`src/shared/adc_ctl_pkg.sv`:
```
// constants of the dual converter mode and serial output control
// assumes a 125 MHz system clock sampling the conversion-select and serial clock pins
//
// Functional notes
// - select rising after edge ten, before fourteen: stay powered, abort, release outputs.
// - after fourteen cycles outputs stay driven until select rises or dual read ends.
// - two more cycles shift out two trailing zeros on each line.
// - fourteen further cycles put the other channel result on the same line.
// - line releases on falling edge thirty-two or earlier select rise.
// - normal mode, select rising between edges two and ten: partial power-down.
// - select rising before edge two is a glitch, mode unchanged.
// - partial power-down keeps only reference and its buffers powered.
// - dummy conversion past edge ten wakes partial within about 333 ns.
// - in partial, select rising before edge two powers down again at once.
// - in partial, select rising between edges two and ten gives full power-down.
// - full power-down switches off all analog parts including the reference.
// - waking from partial, hold returns to track after first serial edge.
// - select fall samples both inputs, starts conversion, drives both lines.
// - leading zero at select fall, second zero on edge one, then result MSB first.
// - results are straight binary, lowest code for most negative input.
package adc_ctl_pkg;

    // ========================================
    // widths and modes
    localparam int RESULT_BITS = 12;
    localparam int COUNT_BITS  = 6;
    localparam int WAKE_BITS   = 20;

    typedef enum logic [1:0] {
        MODE_NORMAL,
        MODE_PARTIAL,
        MODE_FULL
    } power_mode_t;

    // ========================================
    // serial clock edge counts
    localparam logic [5:0] EDGE_GLITCH_END = 6'h02;  // rises before this are glitches
    localparam logic [5:0] EDGE_POWER_KEEP = 6'h0A;  // rises at or after this keep power
    localparam logic [5:0] EDGE_HOLD_END   = 6'h0D;  // hold ends after this many falls
    localparam logic [5:0] EDGE_MSB_FIRST  = 6'h02;  // first line msb
    localparam logic [5:0] EDGE_LSB_FIRST  = 6'h0D;  // first line lsb
    localparam logic [5:0] EDGE_MSB_OTHER  = 6'h12;  // other channel msb
    localparam logic [5:0] EDGE_LSB_OTHER  = 6'h1D;  // other channel lsb
    localparam logic [5:0] EDGE_RELEASE    = 6'h20;  // line released on this fall

    // ========================================
    // timing
    localparam int CLOCK_PERIOD_NS = 8;
    localparam int PARTIAL_WAKE_NS = 333;
    localparam int DEEP_WAKE_MS    = 6;
    localparam int PARTIAL_WAKE_CYCLES = (PARTIAL_WAKE_NS + CLOCK_PERIOD_NS - 1) / CLOCK_PERIOD_NS;
    localparam int DEEP_WAKE_CYCLES    = (DEEP_WAKE_MS * 1000000) / CLOCK_PERIOD_NS;

endpackage : adc_ctl_pkg

```
`src/shared/edge_if.sv`:
```
// synchronised pin level with its edge pulses
// assumes one producer and one consumer on the system clock
`timescale 1ns/1ns
`default_nettype none
interface edge_if;
    logic level;
    logic rise;
    logic fall;
    modport source (output level, output rise, output fall);
    modport sink   (input  level, input  rise, input  fall);
endinterface : edge_if
`default_nettype wire

```
`src/core/pin_edge.sv`:
```
// two-flop synchroniser with edge detection for one pin
// assumes the pin is asynchronous to clock; level resets to RESET_LEVEL
`timescale 1ns/1ns
`default_nettype none
module pin_edge #(
    parameter logic RESET_LEVEL = 1'b1
) (
    input  wire logic clock,
    input  wire logic rst_n,
    input  wire logic pin,
    edge_if.source    sync
);
    logic meta;
    logic stable;
    logic last;

    // ========================================
    // synchroniser chain, first flop read only by the second
    always_ff @(posedge clock) begin
        if (!rst_n) begin
            meta   <= RESET_LEVEL;
            stable <= RESET_LEVEL;
            last   <= RESET_LEVEL;
        end else begin
            meta   <= pin;
            stable <= meta;
            last   <= stable;
        end
    end

    // edge pulses from the stable flops
    assign sync.level = stable;
    assign sync.rise  = stable & ~last;
    assign sync.fall  = ~stable & last;

endmodule : pin_edge
`default_nettype wire

```
`src/core/dual_adc_mode_ctl.sv`:
```
// power mode selection and dual serial output control of a two-channel converter
// assumes results arrive on the system clock; select and serial clock are raw pins
`timescale 1ns/1ns
`default_nettype none
module dual_adc_mode_ctl #(
    parameter int DEEP_WAKE = adc_ctl_pkg::DEEP_WAKE_CYCLES
) (
    input  wire logic                                clock,
    input  wire logic                                rst_n,
    input  wire logic                                select_n,
    input  wire logic                                sclk,
    input  wire logic [adc_ctl_pkg::RESULT_BITS-1:0] result_first,
    input  wire logic [adc_ctl_pkg::RESULT_BITS-1:0] result_second,
    output logic                                     serial_out_first,
    output logic                                     serial_out_first_oe_n,
    output logic                                     serial_out_second,
    output logic                                     serial_out_second_oe_n,
    output logic                                     sample_strobe,
    output logic                                     track_hold,
    output logic                                     analog_on,
    output logic                                     reference_on,
    output logic                                     powered_up,
    output logic [1:0]                               mode_state
);
    localparam int RB = adc_ctl_pkg::RESULT_BITS;
    localparam int CB = adc_ctl_pkg::COUNT_BITS;
    localparam int WB = adc_ctl_pkg::WAKE_BITS;
    localparam logic [WB-1:0] PARTIAL_LOAD = WB'(adc_ctl_pkg::PARTIAL_WAKE_CYCLES);
    localparam logic [WB-1:0] DEEP_LOAD    = WB'(DEEP_WAKE);

    edge_if sel_sync ();
    edge_if clk_sync ();

    adc_ctl_pkg::power_mode_t mode;
    adc_ctl_pkg::power_mode_t next_mode;
    logic          frame;     // select seen low
    logic          drive;     // data lines driven
    logic [CB-1:0] count;     // serial falling edges since select fell
    logic [RB-1:0] keep_a;
    logic [RB-1:0] keep_b;
    logic          waking;    // frame began outside normal mode
    logic          wake_edge; // first serial edge seen since select fell
    logic [WB-1:0] wake_count;

    // ========================================
    // pin synchronisers
    pin_edge #(.RESET_LEVEL(1'b1)) select_edge (
        .clock (clock),
        .rst_n (rst_n),
        .pin   (select_n),
        .sync  (sel_sync)
    );

    pin_edge #(.RESET_LEVEL(1'b0)) sclk_edge (
        .clock (clock),
        .rst_n (rst_n),
        .pin   (sclk),
        .sync  (clk_sync)
    );

    // ========================================
    // frame decode
    wire           start     = sel_sync.fall;
    wire           finish    = sel_sync.rise & frame;
    wire           shift     = clk_sync.fall & frame & ~sel_sync.rise;
    wire [CB-1:0]  count_inc = count + CB'(1);
    wire           at_end    = shift & (count_inc == adc_ctl_pkg::EDGE_RELEASE);
    wire           glitch    = count < adc_ctl_pkg::EDGE_GLITCH_END;
    wire           kept      = count >= adc_ctl_pkg::EDGE_POWER_KEEP;

    // bit to present after a serial falling edge, straight binary msb first
    function automatic logic pick(input logic [RB-1:0] own, input logic [RB-1:0] other,
                                  input logic [CB-1:0] n);
        logic [CB-1:0] ia;
        logic [CB-1:0] ib;
        ia = adc_ctl_pkg::EDGE_LSB_FIRST - n;
        ib = adc_ctl_pkg::EDGE_LSB_OTHER - n;
        if (n >= adc_ctl_pkg::EDGE_MSB_FIRST && n <= adc_ctl_pkg::EDGE_LSB_FIRST)
            pick = own[ia[3:0]];
        else if (n >= adc_ctl_pkg::EDGE_MSB_OTHER && n <= adc_ctl_pkg::EDGE_LSB_OTHER)
            pick = other[ib[3:0]];
        else
            pick = 1'b0;
    endfunction : pick

    // ========================================
    // mode choice at select rise
    always_comb begin
        next_mode = mode;
        if (finish && !glitch && !kept) begin
            case (mode)
                adc_ctl_pkg::MODE_NORMAL:  next_mode = adc_ctl_pkg::MODE_PARTIAL;
                adc_ctl_pkg::MODE_PARTIAL: next_mode = adc_ctl_pkg::MODE_FULL;
                adc_ctl_pkg::MODE_FULL:    next_mode = adc_ctl_pkg::MODE_FULL;
                default:                   next_mode = adc_ctl_pkg::MODE_NORMAL;
            endcase
        end else if (finish && kept) begin
            next_mode = adc_ctl_pkg::MODE_NORMAL;
        end
    end

    // mode register
    always_ff @(posedge clock) begin
        if (!rst_n) mode <= adc_ctl_pkg::MODE_NORMAL;
        else        mode <= next_mode;
    end

    // ========================================
    // frame, count and capture
    always_ff @(posedge clock) begin
        if (!rst_n) begin
            frame  <= 1'b0;
            count  <= '0;
            keep_a <= '0;
            keep_b <= '0;
        end else if (start) begin
            frame  <= 1'b1;
            count  <= '0;
            keep_a <= result_first;
            keep_b <= result_second;
        end else if (sel_sync.rise) begin
            frame  <= 1'b0;
        end else if (shift && count != adc_ctl_pkg::EDGE_RELEASE) begin
            count  <= count_inc;
        end
    end

    // ========================================
    // serial data lines
    always_ff @(posedge clock) begin
        if (!rst_n) begin
            drive             <= 1'b0;
            serial_out_first  <= 1'b0;
            serial_out_second <= 1'b0;
        end else if (start) begin
            drive             <= 1'b1;
            serial_out_first  <= 1'b0;
            serial_out_second <= 1'b0;
        end else if (sel_sync.rise || at_end) begin
            drive             <= 1'b0;
        end else if (shift && drive) begin
            serial_out_first  <= pick(keep_a, keep_b, count_inc);
            serial_out_second <= pick(keep_b, keep_a, count_inc);
        end
    end

    assign serial_out_first_oe_n  = ~drive;
    assign serial_out_second_oe_n = ~drive;
    assign sample_strobe          = start;

    // ========================================
    // track and hold, wake timing
    always_ff @(posedge clock) begin
        if (!rst_n) begin
            track_hold <= 1'b0;
            waking     <= 1'b0;
            wake_edge  <= 1'b0;
            wake_count <= '0;
        end else if (start) begin
            track_hold <= 1'b1;
            waking     <= mode != adc_ctl_pkg::MODE_NORMAL;
            wake_edge  <= 1'b0;
            wake_count <= (mode == adc_ctl_pkg::MODE_FULL) ? DEEP_LOAD :
                          (mode == adc_ctl_pkg::MODE_PARTIAL) ? PARTIAL_LOAD : '0;
        end else begin
            if (sel_sync.rise)
                track_hold <= 1'b0;
            else if (waking && !wake_edge && (clk_sync.rise || clk_sync.fall))
                track_hold <= 1'b0;
            else if (!waking && clk_sync.rise && count >= adc_ctl_pkg::EDGE_HOLD_END)
                track_hold <= 1'b0;
            if (clk_sync.rise || clk_sync.fall)
                wake_edge <= 1'b1;
            if (wake_count != '0)
                wake_count <= wake_count - WB'(1);
        end
    end

    // power switches: a frame wakes circuits until select rises
    assign analog_on    = (mode == adc_ctl_pkg::MODE_NORMAL) | frame;
    assign reference_on = (mode != adc_ctl_pkg::MODE_FULL) | frame;
    assign powered_up   = analog_on & (wake_count == '0);
    assign mode_state   = mode;

    // ========================================
    // checks
    partial_entry_a: assert property (@(posedge clock) disable iff (!rst_n)
        finish && mode == adc_ctl_pkg::MODE_NORMAL && count >= 6'h02 && count < 6'h0A
        |=> mode == adc_ctl_pkg::MODE_PARTIAL)
        else $error("normal mode did not enter partial power-down");

    full_entry_a: assert property (@(posedge clock) disable iff (!rst_n)
        finish && mode == adc_ctl_pkg::MODE_PARTIAL && count >= 6'h02 && count < 6'h0A
        |=> mode == adc_ctl_pkg::MODE_FULL)
        else $error("partial mode did not enter full power-down");

    glitch_keep_a: assert property (@(posedge clock) disable iff (!rst_n)
        finish && count < 6'h02 |=> $stable(mode))
        else $error("glitch on select changed the mode");

    keep_power_a: assert property (@(posedge clock) disable iff (!rst_n)
        finish && count >= 6'h0A |=> mode == adc_ctl_pkg::MODE_NORMAL && serial_out_first_oe_n)
        else $error("late select rise did not keep power and release lines");

    drive_start_a: assert property (@(posedge clock) disable iff (!rst_n)
        start |=> !serial_out_first_oe_n && !serial_out_second_oe_n && !serial_out_first && track_hold)
        else $error("select fall did not drive zero and hold");

    release_end_a: assert property (@(posedge clock) disable iff (!rst_n)
        shift && count == 6'h1F |=> serial_out_first_oe_n)
        else $error("line not released on falling edge thirty-two");

    msb_out_a: assert property (@(posedge clock) disable iff (!rst_n)
        shift && drive && count == 6'h01 |=> serial_out_first == keep_a[11] && serial_out_second == keep_b[11])
        else $error("msb not presented on second falling edge");

    other_msb_a: assert property (@(posedge clock) disable iff (!rst_n)
        shift && drive && count == 6'h11 |=> serial_out_first == keep_b[11])
        else $error("other channel msb missing on the first line");

    trail_zero_a: assert property (@(posedge clock) disable iff (!rst_n)
        shift && drive && (count == 6'h0D || count == 6'h0E) |=> !serial_out_first && !serial_out_second)
        else $error("trailing zero missing");

    full_ref_off_a: assert property (@(posedge clock) disable iff (!rst_n)
        mode == adc_ctl_pkg::MODE_FULL && !frame |-> !reference_on && !analog_on)
        else $error("reference on in full power-down");

    partial_wake_a: assert property (@(posedge clock) disable iff (!rst_n)
        start && mode == adc_ctl_pkg::MODE_PARTIAL |-> ##[1:43] (powered_up || !frame))
        else $error("partial wake took longer than its delay");

    wake_track_a: assert property (@(posedge clock) disable iff (!rst_n)
        waking && !wake_edge && (clk_sync.rise || clk_sync.fall) && frame && !sel_sync.rise |=> !track_hold)
        else $error("hold not released on first edge while waking");

endmodule : dual_adc_mode_ctl
`default_nettype wire

```
`config.mk`:
```
export PLATFORM = sky130hd
export DESIGN_NAME = dual_adc_mode_ctl
export DESIGN_NICKNAME = d
export VERILOG_FILES = /design/src/shared/adc_ctl_pkg.sv /design/src/shared/edge_if.sv /design/src/core/pin_edge.sv /design/src/core/dual_adc_mode_ctl.sv
export SDC_FILE = /design/constraint.sdc
export NUM_CORES = 1
export LEC_CHECK = 0
export BUFFER_PORTS_ARGS = -buffer_cell sky130_fd_sc_hd__buf_2
export CAP_MARGIN = 20
export CORE_UTILIZATION = 45
export CTS_CLUSTER_SIZE = 30
export DETAILED_ROUTE_END_ITERATION = 10
export MAX_ROUTING_LAYER = met4
export PLACE_DENSITY_LB_ADDON = 0.12
export SLEW_MARGIN = 25
export SYNTH_ARGS = -nofsm -noshare
export SYNTH_HDL_FRONTEND = slang
export SYNTH_SLANG_ARGS = --single-unit
```
`constraint.sdc`:
```
create_clock -name clock -period 2.61 [get_ports clock]
set_input_delay 0.261 -clock clock [delete_from_list [all_inputs] [get_ports clock]]
set_output_delay 0.261 -clock clock [all_outputs]
set_load 0.05 [all_outputs]
```
==> run summary <==
* 2602 — number of global-route vias before repair
* false — unrepaired setup endpoints after global routing
* 31 — Rows
* 454 — Layout Nets
* 4060 sq um — post-route cell area
* 0.319 — routing usage on met2
* 1 — worst path bufs/invs
* 872 nW/um^2 — total power divided by cell area
* 0.373 — Seq/Total Area, Yosys
* 65 — number of flip-flops and latches in the synthesized netlist
* 365 — Gate Count Post-Synth
* 0.795 — final RePlAce weighted congestion
* 2 — clock tree buffer depth
* 0 — Ys Warns
* 692 — layout filler cell count
* 0 — global route total overflow
* 0 — number of nets with antenna violations after detailed routing
* 0.43 ns — delay contributed by the slowest stage of the critical path
* 90.1 um — vertical die dimension
* 0.34 ns — insertion delay to the later sink of the worst-skew pair
* 7340 um — wire length after detailed routing
* 0 — endpoints failing setup
* 0.373 — area share of the largest cell type after synthesis
* 0.253 — met1 Track Usage GR
* 65 x dfxtp_1, 29 x nor2b_1, 28 x mux2i_1, 25 x nor2_1, 20 x inv_1 — commonest cells in the netlist
* 0 — residual DRC count
* or3_1 — CP max-delay cell
* 5 — total iterations of the first detailed-routing run
* 14.3 um — average wire per standard cell
* 0 — Post CTS Setup Buffer Count
* 0.363 — share of power burned in combinational logic
* 0.620 ns — transition time at the pin with the least slew margin
* 0.0499 — met3 Track Usage GR
* 0.00923 ns — Fin Clk Skew
* met2 — busiest layer in global routing
* 7370 sq um — area inside the core boundary
* 0.200 — gr usage total
* 3490 sq um — post-synthesis instance area
* 9 — Num CTS Buffers
* 5.30 — Vias/cell
* 410 — post-synth net total
* 0.362 — part of the total power dissipated in sequential elements
* register to primary output — worst setup path class
* dfxtp_1 37%, mux2i_1 8.0%, ha_1 6.1%, nor2b_1 5.2%, mux4_2 3.9% — largest cells by area after synthesis
* 0.000385 V — worst supply voltage drop on vdd
* 0 — CTS hold repair buffers
* yes — clock tree from TritonCTS
* 0 — number of enable-type register cells in the synthesized netlist
* 0.585 — relative max-transition margin
* 0.07 ns — Worst-path clk slew
* 0.210 — fraction of layout instances using a drive strength above 1
* 60 — number of distinct library cell variants in the gate-level netlist after synthesis
* 5130 um — placed wire-length estimate after detailed placement
* 7 — crit path max fanout
* 0 — # Max-Cap Violations
* 0 — Pins Over Slew Limit
* simple AND/OR/NAND/NOR gates — dominant delay contributor by cell family on the critical path
* 3820 sq um — placement-stage cell area
* 0.938 — Tcrit/Tclk final
* 409 MHz — peak clock frequency supported by timing
* primary output — Critical Path Sink Type
* 2.29 mW — design internal power
* 1.59 nW — leakage power of the design
* register — Critical Path Source Type
* 2721 — number of vias in the routed layout
* 137 — DRC marker count from the first detailed-route iteration
* 3 — number of H-tree branching levels
* 0 ns — final setup TNS
* 38 — number of I/O port buffers
* 0 — count of cells resized by post-cts repair
* 0.551 — post-route core utilization
* 2.45 ns — min cycle time layout
* 0 — Hold Violations, Final
* 2.35 ns — CP Data Required Time
* 0.474 — initial core utilization
* 12700 um — wire length of the first global-routing pass
* 49 — maximum number of pins on one net before global-route repair
* 0 — proportion of synthesized flip-flops having asynchronous set or reset
* 65 — clock tree sinks
* 8110 sq um — Die ar.
* 0 — initial antenna violation count
* 90.1 um — width of the die
* primary input to register — Hold Crit Class
* dfxtp_1 — leading cell type by number of instances after synthesis
* 0.352 — switching power share of the total
* 2.19 ns — data arrival time of the worst path
* 16.4% — area overhead of the layout relative to synthesis
* dfxtp_1 — main flop type after synthesis
* finished clean — run status
* 0.275 — clock network fraction of total power
* 39 — Top Ports
* 9.56 sq um — post-synthesis average cell area
* dfxtp_1 — post-synth top area cell
* 1.25 mW — switching power
* or3_1 > nand4b_1 > nor2_1 > and2_1 > buf_2 — cell-by-cell trace of the critical path
* clkbuf_8 — cell at the root of the clock tree
* 0 — diode count
[layout by cell type, fill, tap and decap left out, drive strengths merged, types with 5 or more instances in the layout]
cell type,n
mux4,6
nand2b,6
nand2,14
mux2i,28
buf,51
clkbuf,11
nand4,6
nor3,8
dfxtp,65
and2,10
xor2,9
a211oi,5
nand3,5
ha,17
a21oi,7
nor2,25
o21ai,14
nor2b,29
inv,20
xnor2,12
[sequential cells by signal, summed over array words and instances (netlist names), 2 cells and up]
signal	count
keep_a	12
wake_count	20
keep_b	12
mode_state	2
count	6
[logic make-up (layout without fill, tap and decap cells)]
family / after synthesis / count (layout) / share of synthesized area
AO/OA/AOI/OAI: 63 / 63 / 0.131
XOR/XNOR: 21 / 21 / 0.0527
adder cells (fa/ha/maj): 17 / 17 / 0.0610
buffers and inverters: 38 / 87 / 0.0462
flip-flops: 65 / 65 / 0.373
multiplexers: 36 / 36 / 0.125
AND/OR/NAND/NOR: 125 / 125 / 0.211
[per-stage QoR]
stage	cells	worst slack, ns	power [mW]	hold WS (ns)
detailed placement	497	0.0595	2.59	0.394
global placement	497	0.240	2.57	0.391
global route	513	0.000620	3.80	0.0991
floorplan	365	0.117	2.28	0.362
CTS	513	0.0560	3.57	0.101
finish	513	0.163	3.54	0.109
[power groups by stage]
stage	clock, mW	sequential, mW	combinational, mW
6_report	0.974	1.28	1.28
5_1_grt	1.04	1.30	1.45
4_1_cts	0.995	1.28	1.29
3_5_place_dp	0	1.30	1.28
3_3_place_gp	0	1.30	1.27
2_1_floorplan	0	1.27	1.01
[worst paths after layout]
check	from	endpoint	slack [ns]	cells after the start
max	wake_count[16]	powered_up	0.16	5
min reg2reg	select_edge.meta	select_edge.sync.level	0.41	1
max reg2reg	count[1]	serial_out_first	0.19	8
min	select_n	select_edge.meta	0.11	2
[routing by layer]
layer / vias up / wire length (um)
met1: 1282 / 3580
met5: - / 0
met4: 0 / 75
met2: 46 / 3420
met3: 7 / 270
li1: 1386 / -
[cell type report]
cell class                 instances  area (sq um)  share of cell area
multi-input combinational        262          2040               0.503
sequential                        65          1300               0.320
timing repair buffer              51           288              0.0709
clock buffer                      11           151              0.0373
tap                               99           124              0.0305
clock inverter                     5          77.6              0.0191
inverter                          20          75.1              0.0185
Power figures use the tool's default switching activity.
